$ cat src/design/rei_pkg.sv
package rei_pkg;

  // bus geometry
  localparam int unsigned ADDR_W     = 12;
  localparam int unsigned DATA_W     = 32;
  localparam int unsigned IDX_W      = 8;
  localparam int unsigned IDX_LSB    = 2;
  localparam int unsigned IDX_MSB    = 9;

  // register indices, byte address is four times the index
  localparam logic [7:0] IDX_CONTROL        = 8'h00;
  localparam logic [7:0] IDX_EVENT_OUT_EN   = 8'h04;
  localparam logic [7:0] IDX_IRQ_EN_CLR     = 8'h06;
  localparam logic [7:0] IDX_IRQ_EN_SET     = 8'h07;
  localparam logic [7:0] IDX_IRQ_STATUS     = 8'h08;
  localparam logic [7:0] IDX_IRQ_STATUS_CLR = 8'h09;
  localparam logic [7:0] IDX_WRITE_LOCK     = 8'h0A;

  // event output enable fields
  localparam int unsigned EV_W          = 16;
  localparam int unsigned PER_W         = 8;
  localparam int unsigned BIT_OVF_EV    = 15;
  localparam int unsigned BIT_CMP1_EV   = 9;
  localparam int unsigned BIT_COMPARE_ZERO_IRQ_EN_EV   = 8;
  localparam int unsigned BIT_ALARM_EV  = 8;
  localparam logic [15:0] EV_RST        = 16'h0000;
  localparam logic [15:0] EV_MASK_HALF  = 16'h83FF;
  localparam logic [15:0] EV_MASK_ONE   = 16'h81FF;
  localparam logic [15:0] EV_MASK_RSVD  = 16'h80FF;

  // interrupt enable and status fields
  localparam int unsigned IRQ_W         = 8;
  localparam int unsigned IRQ_OVF       = 7;
  localparam int unsigned IRQ_SYNC      = 6;
  localparam int unsigned IRQ_CMP1      = 1;
  localparam int unsigned IRQ_COMPARE_ZERO_IRQ_EN      = 0;
  localparam logic [7:0]  IRQ_RST       = 8'h00;
  localparam logic [7:0]  IRQ_MASK_HALF = 8'hC3;
  localparam logic [7:0]  IRQ_MASK_ONE  = 8'hC1;
  localparam logic [7:0]  IRQ_MASK_RSVD = 8'hC0;

  // control fields
  localparam int unsigned CTRL_EN       = 1;
  localparam int unsigned CTRL_MODE_LO  = 2;
  localparam int unsigned CTRL_MODE_HI  = 3;
  localparam int unsigned LOCK_BIT      = 0;

  typedef enum logic [1:0] {
    wide_counter_mode = 2'b00,
    half_counter_mode = 2'b01,
    calendar_mode     = 2'b10,
    reserved_mode     = 2'b11
  } rei_mode_t;

  // event enable bits that exist in a mode
  function automatic logic [15:0] rei_ev_mask(input rei_mode_t m);
    case (m)
      half_counter_mode: rei_ev_mask = EV_MASK_HALF;
      wide_counter_mode: rei_ev_mask = EV_MASK_ONE;
      calendar_mode:     rei_ev_mask = EV_MASK_ONE;
      default:           rei_ev_mask = EV_MASK_RSVD;
    endcase
  endfunction

  // interrupt enable bits that exist in a mode
  function automatic logic [7:0] rei_irq_mask(input rei_mode_t m);
    case (m)
      half_counter_mode: rei_irq_mask = IRQ_MASK_HALF;
      wide_counter_mode: rei_irq_mask = IRQ_MASK_ONE;
      calendar_mode:     rei_irq_mask = IRQ_MASK_ONE;
      default:           rei_irq_mask = IRQ_MASK_RSVD;
    endcase
  endfunction

  function automatic logic rei_is_mapped(input logic [7:0] idx);
    rei_is_mapped = (idx == IDX_CONTROL) || (idx == IDX_EVENT_OUT_EN) ||
                    (idx == IDX_IRQ_EN_CLR) || (idx == IDX_IRQ_EN_SET) ||
                    (idx == IDX_IRQ_STATUS) || (idx == IDX_IRQ_STATUS_CLR) ||
                    (idx == IDX_WRITE_LOCK);
  endfunction

endpackage

$ cat src/design/rei_apb_slave.sv
`timescale 1ns/1ps
module rei_apb_slave
  import rei_pkg::*;
(
  input  wire logic              pclk,
  input  wire logic              presetn,
  input  wire logic              psel,
  input  wire logic              penable,
  input  wire logic              pwrite,
  input  wire logic [ADDR_W-1:0] paddr,
  input  wire logic [DATA_W-1:0] rd_data,
  output logic      [IDX_W-1:0]  idx,
  output logic                   setup_rd,
  output logic                   wr_stb,
  output logic                   pready,
  output logic      [DATA_W-1:0] prdata,
  output logic                   pslverr
);

  logic              hit;
  logic              setup;
  logic              next_pready;
  logic              next_pslverr;
  logic [DATA_W-1:0] next_prdata;

  // decode: aligned word inside the map only
  always_comb begin
    idx   = paddr[IDX_MSB:IDX_LSB];
    hit   = (paddr[IDX_LSB-1:0] == 2'h0) && (paddr[ADDR_W-1:IDX_MSB+1] == 2'h0) &&
            rei_is_mapped(idx);
    setup = psel && !penable;
    setup_rd = setup && !pwrite;
    // write lands only at the access edge where pready is seen high
    wr_stb = psel && penable && pwrite && pready && !pslverr;
  end

  // one wait-free access phase; read data captured at the setup edge
  always_comb begin
    next_pready  = setup;
    next_pslverr = setup && !hit;
    next_prdata  = prdata;
    if (setup_rd) begin
      next_prdata = hit ? rd_data : 32'h0000_0000;
    end
  end

  always_ff @(posedge pclk or negedge presetn) begin
    if (!presetn) begin
      pready  <= 1'b0;
      pslverr <= 1'b0;
      prdata  <= 32'h0000_0000;
    end else begin
      pready  <= next_pready;
      pslverr <= next_pslverr;
      prdata  <= next_prdata;
    end
  end

endmodule

$ cat src/design/rei_event_gate.sv
`timescale 1ns/1ps
module rei_event_gate
  import rei_pkg::*;
(
  input  wire logic             pclk,
  input  wire logic             presetn,
  input  wire rei_mode_t        mode,
  input  wire logic [EV_W-1:0]  ev_en,
  input  wire logic             overflow_in,
  input  wire logic [1:0]       compare_match_in,
  input  wire logic             alarm_match_in,
  input  wire logic [PER_W-1:0] periodic_in,
  output logic                  overflow_event,
  output logic      [1:0]       compare_event,
  output logic                  alarm_event,
  output logic      [PER_W-1:0] periodic_event
);

  logic             next_ovf;
  logic [1:0]       next_cmp;
  logic             next_alarm;
  logic [PER_W-1:0] next_per;

  // each event output is the raw strobe gated by its enable, one cycle late
  always_comb begin
    next_ovf   = overflow_in && ev_en[BIT_OVF_EV];
    next_cmp   = 2'b00;
    next_alarm = 1'b0;
    if (mode == half_counter_mode) begin
      next_cmp = compare_match_in & ev_en[BIT_CMP1_EV:BIT_COMPARE_ZERO_IRQ_EN_EV];
    end else if (mode == wide_counter_mode) begin
      next_cmp[0] = compare_match_in[0] && ev_en[BIT_COMPARE_ZERO_IRQ_EN_EV];
    end else if (mode == calendar_mode) begin
      next_alarm = alarm_match_in && ev_en[BIT_ALARM_EV];
    end
    next_per = periodic_in & ev_en[PER_W-1:0];
  end

  always_ff @(posedge pclk or negedge presetn) begin
    if (!presetn) begin
      overflow_event <= 1'b0;
      compare_event  <= 2'b00;
      alarm_event    <= 1'b0;
      periodic_event <= 8'h00;
    end else begin
      overflow_event <= next_ovf;
      compare_event  <= next_cmp;
      alarm_event    <= next_alarm;
      periodic_event <= next_per;
    end
  end

endmodule

$ cat src/design/rei_top.sv
// Notes on behaviour
// - overflow event output follows every overflow while enable bit 15 is one
// - half counter mode: bits 9 and 8 gate compare 1 and 0 events
// - bits 7 to 0 gate the eight periodic interval events
// - calendar mode: bit 8 gates the alarm 0 event
// - event enable register at index 0x04, resets to zero, layout per mode
// - interrupt enable clear register at index 0x06, eight bits, resets to zero
// - writing zero to an enable clear bit changes nothing
// - writing one to clear bit 7 disables the overflow interrupt
// - writing one to clear bit 6 disables the sync ready interrupt
// - wide counter mode: clear bit 0 disables compare 0 interrupt
// - interrupt raised when a flag is set and its enable is one
// - reading the clear register returns the current enable bits
// - half counter mode: clear bits 1 and 0 disable compare 1 and 0
// - mode field: 0 wide counter, 1 half counter, 2 calendar, 3 reserved
//
// Decided for this implementation: the APB slave port.
`timescale 1ns/1ps
module rei_top
  import rei_pkg::*;
(
  input  wire logic              pclk,
  input  wire logic              presetn,
  input  wire logic              psel,
  input  wire logic              penable,
  input  wire logic              pwrite,
  input  wire logic [ADDR_W-1:0] paddr,
  input  wire logic [DATA_W-1:0] pwdata,
  output logic      [DATA_W-1:0] prdata,
  output logic                   pready,
  output logic                   pslverr,
  input  wire logic              overflow_in,
  input  wire logic              sync_ready_in,
  input  wire logic [1:0]        compare_match_in,
  input  wire logic              alarm_match_in,
  input  wire logic [PER_W-1:0]  periodic_in,
  output logic                   overflow_event,
  output logic      [1:0]        compare_event,
  output logic                   alarm_event,
  output logic      [PER_W-1:0]  periodic_event,
  output logic                   irq
);

  ////////////////////////////////////////////////////////////////////////////
  // bus slave

  logic [IDX_W-1:0]  idx;
  logic              setup_rd;
  logic              wr_stb;
  logic [DATA_W-1:0] rd_data;

  rei_apb_slave u_apb (
    .pclk     (pclk),
    .presetn  (presetn),
    .psel     (psel),
    .penable  (penable),
    .pwrite   (pwrite),
    .paddr    (paddr),
    .rd_data  (rd_data),
    .idx      (idx),
    .setup_rd (setup_rd),
    .wr_stb   (wr_stb),
    .pready   (pready),
    .prdata   (prdata),
    .pslverr  (pslverr)
  );

  ////////////////////////////////////////////////////////////////////////////
  // register state

  rei_mode_t        mode;
  logic             ctrl_enable;
  logic             write_lock;
  logic [EV_W-1:0]  ev_en;
  logic [IRQ_W-1:0] irq_en;
  logic [IRQ_W-1:0] irq_flags;

  rei_mode_t        next_mode;
  logic             next_ctrl_enable;
  logic             next_write_lock;
  logic [EV_W-1:0]  next_ev_en;
  logic [IRQ_W-1:0] next_irq_en;
  logic [IRQ_W-1:0] next_irq_flags;
  logic             next_irq;

  logic             wr_ctrl;
  logic             wr_ev;
  logic             wr_en_clr;
  logic             wr_en_set;
  logic             wr_flag_clr;
  logic [IRQ_W-1:0] irq_set;
  logic [IRQ_W-1:0] wdata8;

  // per-register write strobes
  always_comb begin
    wdata8      = pwdata[IRQ_W-1:0];
    wr_ctrl     = wr_stb && (idx == IDX_CONTROL) && !write_lock;
    wr_ev       = wr_stb && (idx == IDX_EVENT_OUT_EN);
    wr_en_clr   = wr_stb && (idx == IDX_IRQ_EN_CLR) && !write_lock;
    wr_en_set   = wr_stb && (idx == IDX_IRQ_EN_SET) && !write_lock;
    wr_flag_clr = wr_stb && (idx == IDX_IRQ_STATUS_CLR);
  end

  // control: mode only changes while the counter is stopped
  always_comb begin
    next_mode        = mode;
    next_ctrl_enable = ctrl_enable;
    next_write_lock  = write_lock;
    if (wr_ctrl) begin
      next_ctrl_enable = pwdata[CTRL_EN];
      if (!ctrl_enable) begin
        next_mode = rei_mode_t'(pwdata[CTRL_MODE_HI:CTRL_MODE_LO]);
      end
    end
    // lock register itself stays writable so software can release it
    if (wr_stb && (idx == IDX_WRITE_LOCK)) begin
      next_write_lock = pwdata[LOCK_BIT];
    end
  end

  // event output enables
  always_comb begin
    next_ev_en = ev_en;
    if (wr_ev && !ctrl_enable && !write_lock) begin
      next_ev_en = pwdata[EV_W-1:0] & rei_ev_mask(mode);
    end
  end

  // one enable store behind both set and clear views
  always_comb begin
    next_irq_en = irq_en;
    if (wr_en_set) begin
      next_irq_en = irq_en | (wdata8 & rei_irq_mask(mode));
    end
    // enable clear for every bit that exists in the mode
    if (wr_en_clr) begin
      next_irq_en = irq_en & ~(wdata8 & rei_irq_mask(mode));
    end
  end

  ////////////////////////////////////////////////////////////////////////////
  // interrupt status and request

  // raw sources per mode; bit 0 is compare 0 or alarm 0
  always_comb begin
    irq_set           = 8'h00;
    irq_set[IRQ_OVF]  = overflow_in;
    irq_set[IRQ_SYNC] = sync_ready_in;
    if (mode == half_counter_mode) begin
      irq_set[IRQ_CMP1] = compare_match_in[1];
      irq_set[IRQ_COMPARE_ZERO_IRQ_EN] = compare_match_in[0];
    end else if (mode == wide_counter_mode) begin
      irq_set[IRQ_COMPARE_ZERO_IRQ_EN] = compare_match_in[0];
    end else if (mode == calendar_mode) begin
      irq_set[IRQ_COMPARE_ZERO_IRQ_EN] = alarm_match_in;
    end
  end

  // sticky flags; a new event beats a clear in the same cycle
  always_comb begin
    next_irq_flags = irq_flags;
    if (wr_flag_clr) begin
      next_irq_flags = irq_flags & ~wdata8;
    end
    next_irq_flags = next_irq_flags | irq_set;
    // request while an enabled flag is set
    next_irq = |(irq_flags & irq_en);
  end

  always_ff @(posedge pclk or negedge presetn) begin
    if (!presetn) begin
      mode        <= wide_counter_mode;
      ctrl_enable <= 1'b0;
      write_lock  <= 1'b0;
      ev_en       <= EV_RST;
      irq_en      <= IRQ_RST;
      irq_flags   <= IRQ_RST;
      irq         <= 1'b0;
    end else begin
      mode        <= next_mode;
      ctrl_enable <= next_ctrl_enable;
      write_lock  <= next_write_lock;
      ev_en       <= next_ev_en;
      irq_en      <= next_irq_en;
      irq_flags   <= next_irq_flags;
      irq         <= next_irq;
    end
  end

  ////////////////////////////////////////////////////////////////////////////
  // read mux

  always_comb begin
    rd_data = 32'h0000_0000;
    if (idx == IDX_CONTROL) begin
      rd_data[CTRL_MODE_HI:CTRL_MODE_LO] = mode;
      rd_data[CTRL_EN]                   = ctrl_enable;
    end else if (idx == IDX_EVENT_OUT_EN) begin
      rd_data[EV_W-1:0] = ev_en & rei_ev_mask(mode);
    end else if ((idx == IDX_IRQ_EN_CLR) || (idx == IDX_IRQ_EN_SET)) begin
      rd_data[IRQ_W-1:0] = irq_en & rei_irq_mask(mode);
    end else if (idx == IDX_IRQ_STATUS) begin
      rd_data[IRQ_W-1:0] = irq_flags;
    end else if (idx == IDX_WRITE_LOCK) begin
      rd_data[LOCK_BIT] = write_lock;
    end
  end

  ////////////////////////////////////////////////////////////////////////////
  // event outputs

  rei_event_gate u_gate (
    .pclk             (pclk),
    .presetn          (presetn),
    .mode             (mode),
    .ev_en            (ev_en),
    .overflow_in      (overflow_in),
    .compare_match_in (compare_match_in),
    .alarm_match_in   (alarm_match_in),
    .periodic_in      (periodic_in),
    .overflow_event   (overflow_event),
    .compare_event    (compare_event),
    .alarm_event      (alarm_event),
    .periodic_event   (periodic_event)
  );
endmodule

$ cat config.mk
export PLATFORM = sky130hd
export DESIGN_NAME = rei_top
export DESIGN_NICKNAME = d
export VERILOG_FILES = /design/src/design/rei_pkg.sv /design/src/design/rei_apb_slave.sv /design/src/design/rei_event_gate.sv /design/src/design/rei_top.sv
export SDC_FILE = /design/constraint.sdc
export NUM_CORES = 1
export LEC_CHECK = 0
export BUFFER_PORTS_ARGS = -buffer_cell sky130_fd_sc_hd__buf_2
export CAP_MARGIN = 20
export CORE_ASPECT_RATIO = 1.75
export CORE_MARGIN = 5
export CORE_UTILIZATION = 47
export CTS_CLUSTER_DIAMETER = 100
export CTS_CLUSTER_SIZE = 12
export DETAILED_ROUTE_END_ITERATION = 16
export PLACE_DENSITY = 0.85
export SLEW_MARGIN = 30
export SYNTH_ARGS = -nofsm -noshare
export SYNTH_HDL_FRONTEND = slang
export SYNTH_SLANG_ARGS = --single-unit
$ cat constraint.sdc
create_clock -name pclk -period 2.44 [get_ports pclk]
set_input_delay 0.244 -clock pclk [delete_from_list [all_inputs] [get_ports pclk]]
set_output_delay 0.244 -clock pclk [all_outputs]
set_load 0.02 [all_outputs]
==> results.sh, run 1 <==
export IMPL_worstSetupEndpointType="flop"
export IMPL_yosysTopAreaCell="sky130_fd_sc_hd__dfrtp_1"
export IMPL_tritoncts_num_buffers=5
export IMPL_power_report_internal_total_w=0.00113
export IMPL_relSlewSlack=0.544
export IMPL_first_global_vias=1842
export IMPL_die_w_um=65.3
export IMPL_drt_iter0_drc=74
export IMPL_number_of_port_buffers=66
export IMPL_fraction_of_power_spent_switching_nets=0.260
export IMPL_synth_ff_type="sky130_fd_sc_hd__dfrtp_1"
export IMPL_drt_total_wl_mm=5.49
export IMPL_power_combinational_fraction=0.091
export IMPL_status="completed"
export IMPL_std_cell_rows=35
export IMPL_worstPathArrival_ps=2240
export IMPL_power_frac_clock=0.331
export IMPL_grt_max_degree=54
export IMPL_tritoncts_clock_tree="done"
export IMPL_clk_root_buffer_cell="sky130_fd_sc_hd__clkbuf_8"
export IMPL_initial_core_util=0.479
export IMPL_maximum_fanout_along_the_worst_path=13
export IMPL_post_cts_hold_buffer_count=0
export IMPL_fmax_mhz=490
export IMPL_clock_tree_htree_level_count=2
export IMPL_fraction_of_layout_instances_using_a_drive_strength_above_1=0.345
export IMPL_placeableCoreArea_sq_um=5260
export IMPL_cts_repair_resized=0
export IMPL_finalPower_w=0.00153
export IMPL_final_nets=357
export IMPL_dieArea_sq_um=6980
export IMPL_rr_worst_depth=5
export IMPL_clock_path_buffers=2
export IMPL_wl_met1_mm=2.13
export IMPL_p_per_area_nw_per_um2=526
export IMPL_netlist_cell_type_count=44
export IMPL_clkTransAtPathRegs_ps=100
export IMPL_max_slew_worst_pin_slew_ps=684
export IMPL_num_vias=1868
export IMPL_gp_congestion=0.887
export IMPL_drv_cap=0
export IMPL_setup_worst_path_class="reg2reg"
export IMPL_synth_warn=0
export IMPL_seq_area_frac_synth=0.527
export IMPL_final_slew_viol_count=0
export IMPL_grt_setup_unrepaired="no"
export IMPL_grt_first_pass_wirelength_mm=8.77
export IMPL_route_detailed_wl_per_inst_um=15.6
export IMPL_postSynthAreaPerCell_sq_um=11.1
export IMPL_diodes=0
export IMPL_initial_antenna_violation_count=0
export IMPL_postPlaceCellArea_sq_um=2810
export IMPL_post_dp_hpwl_mm=4.17
export IMPL_routed_top_layer="met4"
export IMPL_ioPinCount=109
export IMPL_worst_skew_pair_late_latency_ps=310
export IMPL_average_via_count_per_standard_cell=5.32
export IMPL_synth_top_cells_by_area="sky130_fd_sc_hd__dfrtp_1 (53%), sky130_fd_sc_hd__buf_4 (6.6%), sky130_fd_sc_hd__mux2_2 (4.9%), sky130_fd_sc_hd__nand2_1 (4.6%), sky130_fd_sc_hd__mux2_4 (3.6%)"
export IMPL_timing_clock_skew_ps=14.0
export IMPL_dr_wl_met3_um=405
export IMPL_yosys_area_top_type_share=0.527
export IMPL_dieHeight_um=107
export IMPL_synth_async_reset_ratio=1.00
export IMPL_remaining_drc_errors=0
export IMPL_post_synthesis_cell_area_sq_um=2520
export IMPL_period_needed_ps=2040
export IMPL_netSwitchingPower_w=0.000398
export IMPL_area_growth_from_synthesis_to_layout_pct=15.4
export IMPL_peakVddDrop_mv=0.322
export IMPL_critPathRequiredTime_ps=2640
export IMPL_grt_overflow_total=0
export IMPL_number_of_enable_type_register_cells_in_the_synthesized_netlist=0
export IMPL_tritoncts_num_sinks=53
export IMPL_drt_antenna_net_count=0
export IMPL_timing_final_hold_violations=0
export IMPL_post_synth_inst_count=227
export IMPL_met2_wl_mm=2.80
export IMPL_synth_seq_cells=53
export IMPL_timing_critical_path_from_type="flop"
export IMPL_hp_class="in2async"
export IMPL_fin_crit_sh=0.836
export IMPL_fin_tns_setup_ps=0
export IMPL_post_cts_setup_buffers=0
export IMPL_fin_area_sq_um=2910
export IMPL_power_share_sequential=0.578
export IMPL_setup_viol=0
export IMPL_static_leakage_nw=1.50
export IMPL_track_usage=0.162
export IMPL_drt_pass1_iter_count=4
==> power groups by stage <==
stage / clock network, W / registers, W / logic (W)
CTS: 0.000520 / 0.000884 / 0.000139
floorplan: 0 / 0.000904 / 0.0000910
detailed placement: 0 / 0.000902 / 0.000139
global route: 0.000548 / 0.000885 / 0.000153
finish: 0.000506 / 0.000884 / 0.000139
global placement: 0 / 0.000901 / 0.000136
==> state kept, by name (all words and copies together) (netlist names), named ones only <==
register               cells
u_apb.pready               1
irq                        1
u_gate.compare_event       2
u_apb.pslverr              1
irq_flags                  8
u_gate.alarm_event         1
u_gate.periodic_event      8
ev_en                     11
write_lock                 1
u_apb.prdata              11
u_gate.overflow_event      1
ctrl_enable                1
mode                       2
==> synthesized netlist by cell type, types with 2 or more instances <==
| cell type | instances |
|---|---|
| sky130_fd_sc_hd__and3_1 | 3 |
| sky130_fd_sc_hd__clkbuf_1 | 4 |
| sky130_fd_sc_hd__nand3_1 | 6 |
| sky130_fd_sc_hd__a21oi_1 | 4 |
| sky130_fd_sc_hd__o21ai_0 | 12 |
| sky130_fd_sc_hd__dfrtp_1 | 53 |
| sky130_fd_sc_hd__buf_2 | 3 |
| sky130_fd_sc_hd__nand4_1 | 2 |
| sky130_fd_sc_hd__o22ai_1 | 2 |
| sky130_fd_sc_hd__a22oi_1 | 4 |
| sky130_fd_sc_hd__nor4_1 | 2 |
| sky130_fd_sc_hd__mux2_2 | 11 |
| sky130_fd_sc_hd__a21boi_0 | 4 |
| sky130_fd_sc_hd__inv_1 | 2 |
| sky130_fd_sc_hd__a32oi_1 | 2 |
| sky130_fd_sc_hd__nor2b_1 | 7 |
| sky130_fd_sc_hd__nand4b_1 | 2 |
| sky130_fd_sc_hd__nand2_1 | 31 |
| sky130_fd_sc_hd__buf_4 | 22 |
| sky130_fd_sc_hd__nand2b_1 | 4 |
| sky130_fd_sc_hd__mux2_4 | 6 |
| sky130_fd_sc_hd__and2_1 | 9 |
| sky130_fd_sc_hd__a22o_1 | 4 |
| sky130_fd_sc_hd__nor2_1 | 6 |
| sky130_fd_sc_hd__a21o_1 | 2 |
| sky130_fd_sc_hd__mux2i_1 | 2 |
==> final timing paths <==
path	endpoint	slack [ps]	startpoint
setup / recovery	ev_en[3]	400	u_apb.pready
hold / removal	u_gate.periodic_event[0]	40	presetn
setup reg to reg	ev_en[3]	400	u_apb.pready
hold reg to reg	u_apb.prdata[4]	480	u_apb.prdata[4]
max in group asynchronous	ev_en[9]	1950	presetn
min in group pclk	irq_flags[6]	100	sync_ready_in
==> cells by family after synthesis <==
logic type / after synthesis / synth area share
AO/OA/AOI/OAI: 39 / 0.104
other: 1 / 0.00149
AND/OR/NAND/NOR: 82 / 0.182
flip-flops: 53 / 0.527
buffers and inverters: 33 / 0.0929
multiplexers: 19 / 0.0929
==> layer usage <==
layer | up-vias | GRT usage
met5 | - | 0
met4 | 0 | 0.0801
met3 | 10 | 0.0241
met2 | 79 | 0.273
met1 | 889 | 0.197
li1 | 890 | -
==> cell usage in the layout (no fill, tap or decap), drive strengths merged, types with 6 or more instances in the layout <==
cell / synthesis / routed
and2: 9 / 9
buf: 27 / 72
conb: 1 / 21
dfrtp: 53 / 53
mux2: 17 / 17
nand2: 31 / 31
nand3: 7 / 7
nor2: 6 / 6
nor2b: 7 / 7
o21ai: 12 / 12
==> critical path, stage by stage (launching register included) <==
cell and delay, ps:
sky130_fd_sc_hd__dfrtp_1 370, sky130_fd_sc_hd__nand2_1 90, sky130_fd_sc_hd__nor4_1 240, sky130_fd_sc_hd__buf_4 170, sky130_fd_sc_hd__or3b_1 650, sky130_fd_sc_hd__mux2_4 410
==> final cells by class <==
type	instances	area [sq um]
clock buffers	5	68.8
clock inverters	3	25.0
flip-flops and latches	53	1330
fillers	486	2350
well taps	55	68.8
multi-input cells	161	1030
repair buffers	72	375
inverters	2	7.51
==> stage by stage <==
step	setup slack (ps)	util	hold slack [ps]	std cells
CTS	402	0.553	63.2	351
global route	248	0.553	106	351
global placement	420	0.535	392	343
detailed placement	409	0.535	403	343
finish	401	0.553	39.8	351
floorplan	474	-	-51.6	247
Power figures use the tool's default switching activity.
==> inputs of run 2 (changes only) <==
==> constraint.sdc (replaced) <==
create_clock -name pclk -period 1.97 [get_ports pclk]
set_input_delay 0.197 -clock pclk [delete_from_list [all_inputs] [get_ports pclk]]
set_output_delay 0.197 -clock pclk [all_outputs]
set_load 0.02 [all_outputs]
==> run 2 against run 1 <==
Effect of this change:
- setup slack got worse by 270 ps
- final cell count rose by 1.7%
- via count increased by 2.0%
- final area up 2.7%
- clock skew is 7.5 ps lower
- worst hold slack better by 26 ps
- critical path type unchanged
- critical endpoint is now ev_en[6]
==> results.sh, run 2 (synthesis gave the netlist of run 1 again) <==
export IMPL_final_slew_viol_count=0
export IMPL_post_route_util=0.568
export IMPL_post_dp_hpwl_mm=4.34
export IMPL_dieHeight_um=107
export IMPL_fin_crit_sh=0.933
export IMPL_grt_setup_unrepaired="no"
export IMPL_tritoncts_clock_tree="done"
export IMPL_fraction_of_layout_instances_using_a_drive_strength_above_1=0.354
export IMPL_drv_cap=0
export IMPL_placeableCoreArea_sq_um=5260
export IMPL_timing_clock_skew_ps=6.43
export IMPL_clk_root_buffer_cell="sky130_fd_sc_hd__clkbuf_8"
export IMPL_dieArea_sq_um=6980
export IMPL_average_via_count_per_standard_cell=5.34
export IMPL_remaining_drc_errors=0
export IMPL_tritoncts_num_sinks=53
export IMPL_number_of_port_buffers=66
export IMPL_worst_path_max_delay_cell="sky130_fd_sc_hd__dfrtp_1"
export IMPL_track_usage=0.170
export IMPL_initial_antenna_violation_count=0
export IMPL_max_slew_worst_pin_slew_ps=611
export IMPL_grt_most_used_layer="met2"
export IMPL_met1_capacity_usage_during_global_routing=0.200
export IMPL_grt_max_degree=30
export IMPL_met2_grt_util=0.287
export IMPL_layout_common_cells="sky130_fd_sc_hd__buf_2 (66), sky130_fd_sc_hd__dfrtp_1 (53), sky130_fd_sc_hd__nand2_1 (31)"
export IMPL_drt_antenna_net_count=0
export IMPL_clock_path_buffers=2
export IMPL_route_detailed_wl_per_inst_um=15.9
export IMPL_final_nets=363
export IMPL_timing_final_hold_violations=0
export IMPL_timing_critical_path_from_type="flop"
export IMPL_initial_core_util=0.479
export IMPL_maximum_fanout_along_the_worst_path=13
export IMPL_num_vias=1905
export IMPL_critical_path_startpoint="write_lock"
export IMPL_relSlewSlack=0.592
export IMPL_ioPinCount=109
export IMPL_status="completed"
export IMPL_die_w_um=65.3
export IMPL_period_needed_ps=1840
export IMPL_worst_skew_pair_late_latency_ps=310
export IMPL_clkTransAtPathRegs_ps=100
export IMPL_post_cts_setup_buffers=0
export IMPL_r2r_end="ev_en[6]"
export IMPL_drt_total_wl_mm=5.68
export IMPL_grt_first_pass_wirelength_mm=9.18
export IMPL_clock_tree_htree_level_count=2
export IMPL_layout_top_registers="ev_en (11), u_apb.prdata (11)"
export IMPL_peakVddDrop_mv=0.314
export IMPL_setup_worst_path_class="reg2reg"
export IMPL_gp_congestion=0.908
export IMPL_drt_pass1_iter_count=4
export IMPL_drt_iter0_drc=96
export IMPL_critPathRequiredTime_ps=2170
export IMPL_first_global_vias=1971
export IMPL_rrSetupSlack_ps=130
export IMPL_met3_usage=0.0241
export IMPL_grt_overflow_total=0
export IMPL_std_cell_rows=35
export IMPL_crit_end="ev_en[6]"
export IMPL_list_of_cells_traversed_by_the_critical_path="nor4_1, or3b_1, buf_4, mux2_4"
export IMPL_fmax_mhz=544
export IMPL_hp_class="in2reg"
export IMPL_critical_path_max_stage_delay_ps=410
export IMPL_final_common_cell="sky130_fd_sc_hd__buf_2"
export IMPL_static_leakage_nw=1.55
export IMPL_area_growth_from_synthesis_to_layout_pct=18.5
export IMPL_tritoncts_num_buffers=5
export IMPL_diodes=0
export IMPL_p_per_area_nw_per_um2=676
export IMPL_crit_reg2reg_launch="write_lock"
export IMPL_worstSetupEndpointType="flop"
export IMPL_worstPathArrival_ps=2040
export IMPL_setup_viol=0
export IMPL_rr_worst_depth=4
export IMPL_fin_tns_setup_ps=0
[run 2: cell count changes in the layout (fill, tap and decap cells not counted), sizes merged]
cell,delta
buf,+5
bufinv,+1
clkinvlp,-1
dlygate4sd3,+1
[run 2: layout make-up]
type	instances	area [sq um]
well taps	55	68.8
multi-input cells	161	1030
clock buffers	5	68.8
flip-flops and latches	53	1330
clock inverters	3	43.8
repair buffers	78	435
fillers	460	2270
inverters	2	7.51
[run 2: worst min-delay path by stage]
| stage | start | end | slack, ps | cells after the start |
|---|---|---|---|---|
| finish | sync_ready_in | irq_flags[6] | 70 | 2 |
| global placement | presetn | u_gate.periodic_event[0] | 220 | 1 |
| floorplan | presetn | async pin | -100 | 0 |
| CTS | sync_ready_in | irq_flags[6] | 60 | 2 |
| detailed placement | presetn | u_gate.periodic_event[0] | 230 | 1 |
| global route | sync_ready_in | irq_flags[6] | 70 | 2 |
[run 2: through the flow]
step	instances	setup WS [ps]	cell area, sq um	hold slack (ps)	total power [W]
after global routing	357	35.6	2980	69.1	0.00209
after CTS	357	146	2980	63.5	0.00203
final	357	133	2980	65.3	0.00202
after floorplan	247	3.97	2590	-98.6	0.00123
after global placement	348	174	2860	222	0.00129
after detailed placement	348	132	2860	234	0.00129
[run 2: per-layer routing]
| layer | wire [um] | share of wire |
|---|---|---|
| met4 | 193 | 0.034 |
| met5 | 0 | 0 |
| met2 | 2980 | 0.52 |
| met3 | 429 | 0.075 |
| met1 | 2080 | 0.37 |
[run 2: power breakdown]
part	internal (W)	switching, W	total, W	leakage (nW)
combinational	0.0000597	0.000120	0.000180	0.767
clock	0.000381	0.000362	0.000743	0.0585
sequential	0.00109	0.00000388	0.00110	0.723
total	0.00153	0.000486	0.00202	1.55
[run 2: worst max-delay path: cells and delay by family (launching register included)]
kind                   cells  cell delay (ps)
and+or+nand+nor            2              790
DFF                        1              410
muxes                      1              310
buffers and inverters      1              210
[run 2: repair_timing]
| item | in CTS | in global routing |
|---|---|---|
| hold buffers | 1 | 0 |
| endpoints found under the hold margin | 24 | 0 |
| resized for setup | 0 | 0 |
==> inputs of run 3 (changes only) <==
--- a/config.mk
+++ b/config.mk
@@ -14,6 +14,7 @@
 export CTS_CLUSTER_SIZE = 12
 export DETAILED_ROUTE_END_ITERATION = 16
 export PLACE_DENSITY = 0.85
+export RECOVER_POWER = 50
 export SLEW_MARGIN = 30
 export SYNTH_ARGS = -nofsm -noshare
 export SYNTH_HDL_FRONTEND = slang
==> constraint.sdc (replaced) <==
create_clock -name pclk -period 1.97 [get_ports pclk]
set_input_delay 0.394 -clock pclk [delete_from_list [all_inputs] [get_ports pclk]]
set_output_delay 0.394 -clock pclk [all_outputs]
set_load 0.02 [all_outputs]
==> run 3 against run 2 <==
Effect of this change:
- register-to-register slack better by 40 ps
- total power shrank 0.26%
- sequential power is essentially flat
- flip-flop and latch count unchanged
- maximum frequency rose by 2.0%
- critical path depth unchanged
- setup slack gained 36 ps
- clock-buffer cell count grew 1
- critical path type unchanged
- largest cell class unchanged
- largest power group unchanged
- highest routed layer unchanged
==> results.sh, run 3 (synthesis gave the netlist of run 1 again) <==
export IMPL_layout_top_registers="ev_en (11), u_apb.prdata (11)"
export IMPL_remaining_drc_errors=0
export IMPL_worstSetupEndpointType="flop"
export IMPL_hold_ws_ps=258
export IMPL_critPathRequiredTime_ps=2170
export IMPL_dieArea_sq_um=6980
export IMPL_finalPower_w=0.00201
export IMPL_met3_usage=0.0262
export IMPL_worst_skew_pair_late_latency_ps=310
export IMPL_status="completed"
export IMPL_dieHeight_um=107
export IMPL_die_w_um=65.3
export IMPL_gp_congestion=0.886
export IMPL_hold_path_cell_count=2
export IMPL_finalWorstSetupSlack_ps=169
export IMPL_final_nets=367
export IMPL_tritoncts_clock_tree="done"
export IMPL_drt_pass1_iter_count=4
export IMPL_nFillCells=449
export IMPL_route_detailed_wl_per_inst_um=16.2
export IMPL_timing_final_hold_violations=0
export IMPL_clk_root_buffer_cell="sky130_fd_sc_hd__clkbuf_8"
export IMPL_tritoncts_num_buffers=5
export IMPL_maximum_fanout_along_the_worst_path=8
export IMPL_p_per_area_nw_per_um2=672
export IMPL_drt_iter0_drc=62
export IMPL_grt_first_pass_wirelength_mm=9.49
export IMPL_tritoncts_num_sinks=53
export IMPL_grt_most_used_layer="met2"
export IMPL_rrSetupSlack_ps=170
export IMPL_rr_worst_depth=4
export IMPL_diodes=0
export IMPL_fmax_mhz=555
export IMPL_number_of_port_buffers=66
export IMPL_fin_crit_sh=0.914
export IMPL_cts_repair_resized=0
export IMPL_met2_grt_util=0.313
export IMPL_std_cell_rows=35
export IMPL_layout_common_cells="sky130_fd_sc_hd__buf_2 (66), sky130_fd_sc_hd__dfrtp_1 (53), sky130_fd_sc_hd__nand2_1 (31)"
export IMPL_first_global_vias=2082
export IMPL_drt_total_wl_mm=5.86
export IMPL_static_leakage_nw=1.55
export IMPL_initial_core_util=0.479
export IMPL_max_slew_worst_pin_slew_ps=1280
export IMPL_area_growth_from_synthesis_to_layout_pct=18.9
export IMPL_final_common_cell="sky130_fd_sc_hd__buf_2"
export IMPL_peakVddDrop_mv=0.364
export IMPL_placeableCoreArea_sq_um=5260
export IMPL_drt_antenna_net_count=0
export IMPL_hp_class="in2reg"
export IMPL_worstPathArrival_ps=2000
export IMPL_drv_cap=0
export IMPL_grt_max_degree=54
export IMPL_final_slew_viol_count=0
export IMPL_grt_setup_unrepaired="no"
export IMPL_met1_capacity_usage_during_global_routing=0.197
export IMPL_clock_path_buffers=2
export IMPL_fraction_of_layout_instances_using_a_drive_strength_above_1=0.363
export IMPL_clock_tree_htree_level_count=2
export IMPL_timing_critical_path_from_type="flop"
export IMPL_setup_worst_path_class="reg2reg"
export IMPL_fin_tns_setup_ps=0
export IMPL_placement_setup_worst_slack_ps=-139
export IMPL_post_cts_setup_buffers=0
export IMPL_timing_clock_skew_ps=6.21
export IMPL_clkTransAtPathRegs_ps=90
export IMPL_post_cts_hold_buffer_count=0
export IMPL_post_dp_hpwl_mm=4.47
export IMPL_relSlewSlack=0.147
export IMPL_average_via_count_per_standard_cell=5.45
export IMPL_initial_antenna_violation_count=0
export IMPL_setup_viol=0
export IMPL_ioPinCount=109
export IMPL_track_usage=0.176
export IMPL_grt_overflow_total=0
export IMPL_period_needed_ps=1800
export IMPL_num_vias=1966
[run 3: changes by cell type in the layout (fill, tap and decap cells not counted), sizes merged]
| cell | delta |
|---|---|
| buf | +4 |
| clkbuf | +2 |
| dlygate4sd3 | -1 |
| inv | -1 |
[run 3: path summary, 6_finish.rpt]
check | end | start
worst max-delay path | ev_en[2] | u_apb.pslverr
worst min-delay path | irq_flags[6] | sync_ready_in
worst max register to register | ev_en[2] | u_apb.pslverr
worst min register to register | u_apb.prdata[4] | u_apb.prdata[4]
max in group asynchronous | u_gate.overflow_event | presetn
min in group asynchronous | ctrl_enable | presetn
[run 3: area by class of cell]
type                       instances  area (sq um)  area share
sequential                        53          1330       0.443
multi-input combinational        161          1030       0.345
timing repair buffer              82           448       0.150
clock buffer                       6          72.6      0.0242
tap                               55          68.8      0.0230
clock inverter                     2          38.8      0.0129
inverter                           2          7.51     0.00251
[run 3: metal layers]
layer  part of all wire  wire length [um]
met2               0.54              3180
met4              0.028               166
met1               0.36              2130
met5                  0                 0
met3              0.065               379
[run 3: power breakdown]
part	internal (W)	leakage, nW	switching (W)
logic	0.0000595	0.774	0.000123
registers	0.00109	0.723	0.00000404
clock network	0.000382	0.0554	0.000353
total	0.00153	1.55	0.000480
[run 3: stage by stage]
stage,cells,utilization,cell area (sq um)
floorplan,247,-,2590
global placement,353,0.552,2900
detailed placement,353,0.552,2900
CTS,361,0.573,3010
global route,361,0.570,3000
finish,361,0.570,3000
[run 3: critical path, cell delays in order (launching register included)]
cell and delay (ps):
sky130_fd_sc_hd__dfrtp_1 430, sky130_fd_sc_hd__nor4_1 360, sky130_fd_sc_hd__or3b_1 420, sky130_fd_sc_hd__buf_4 200, sky130_fd_sc_hd__mux2_4 300
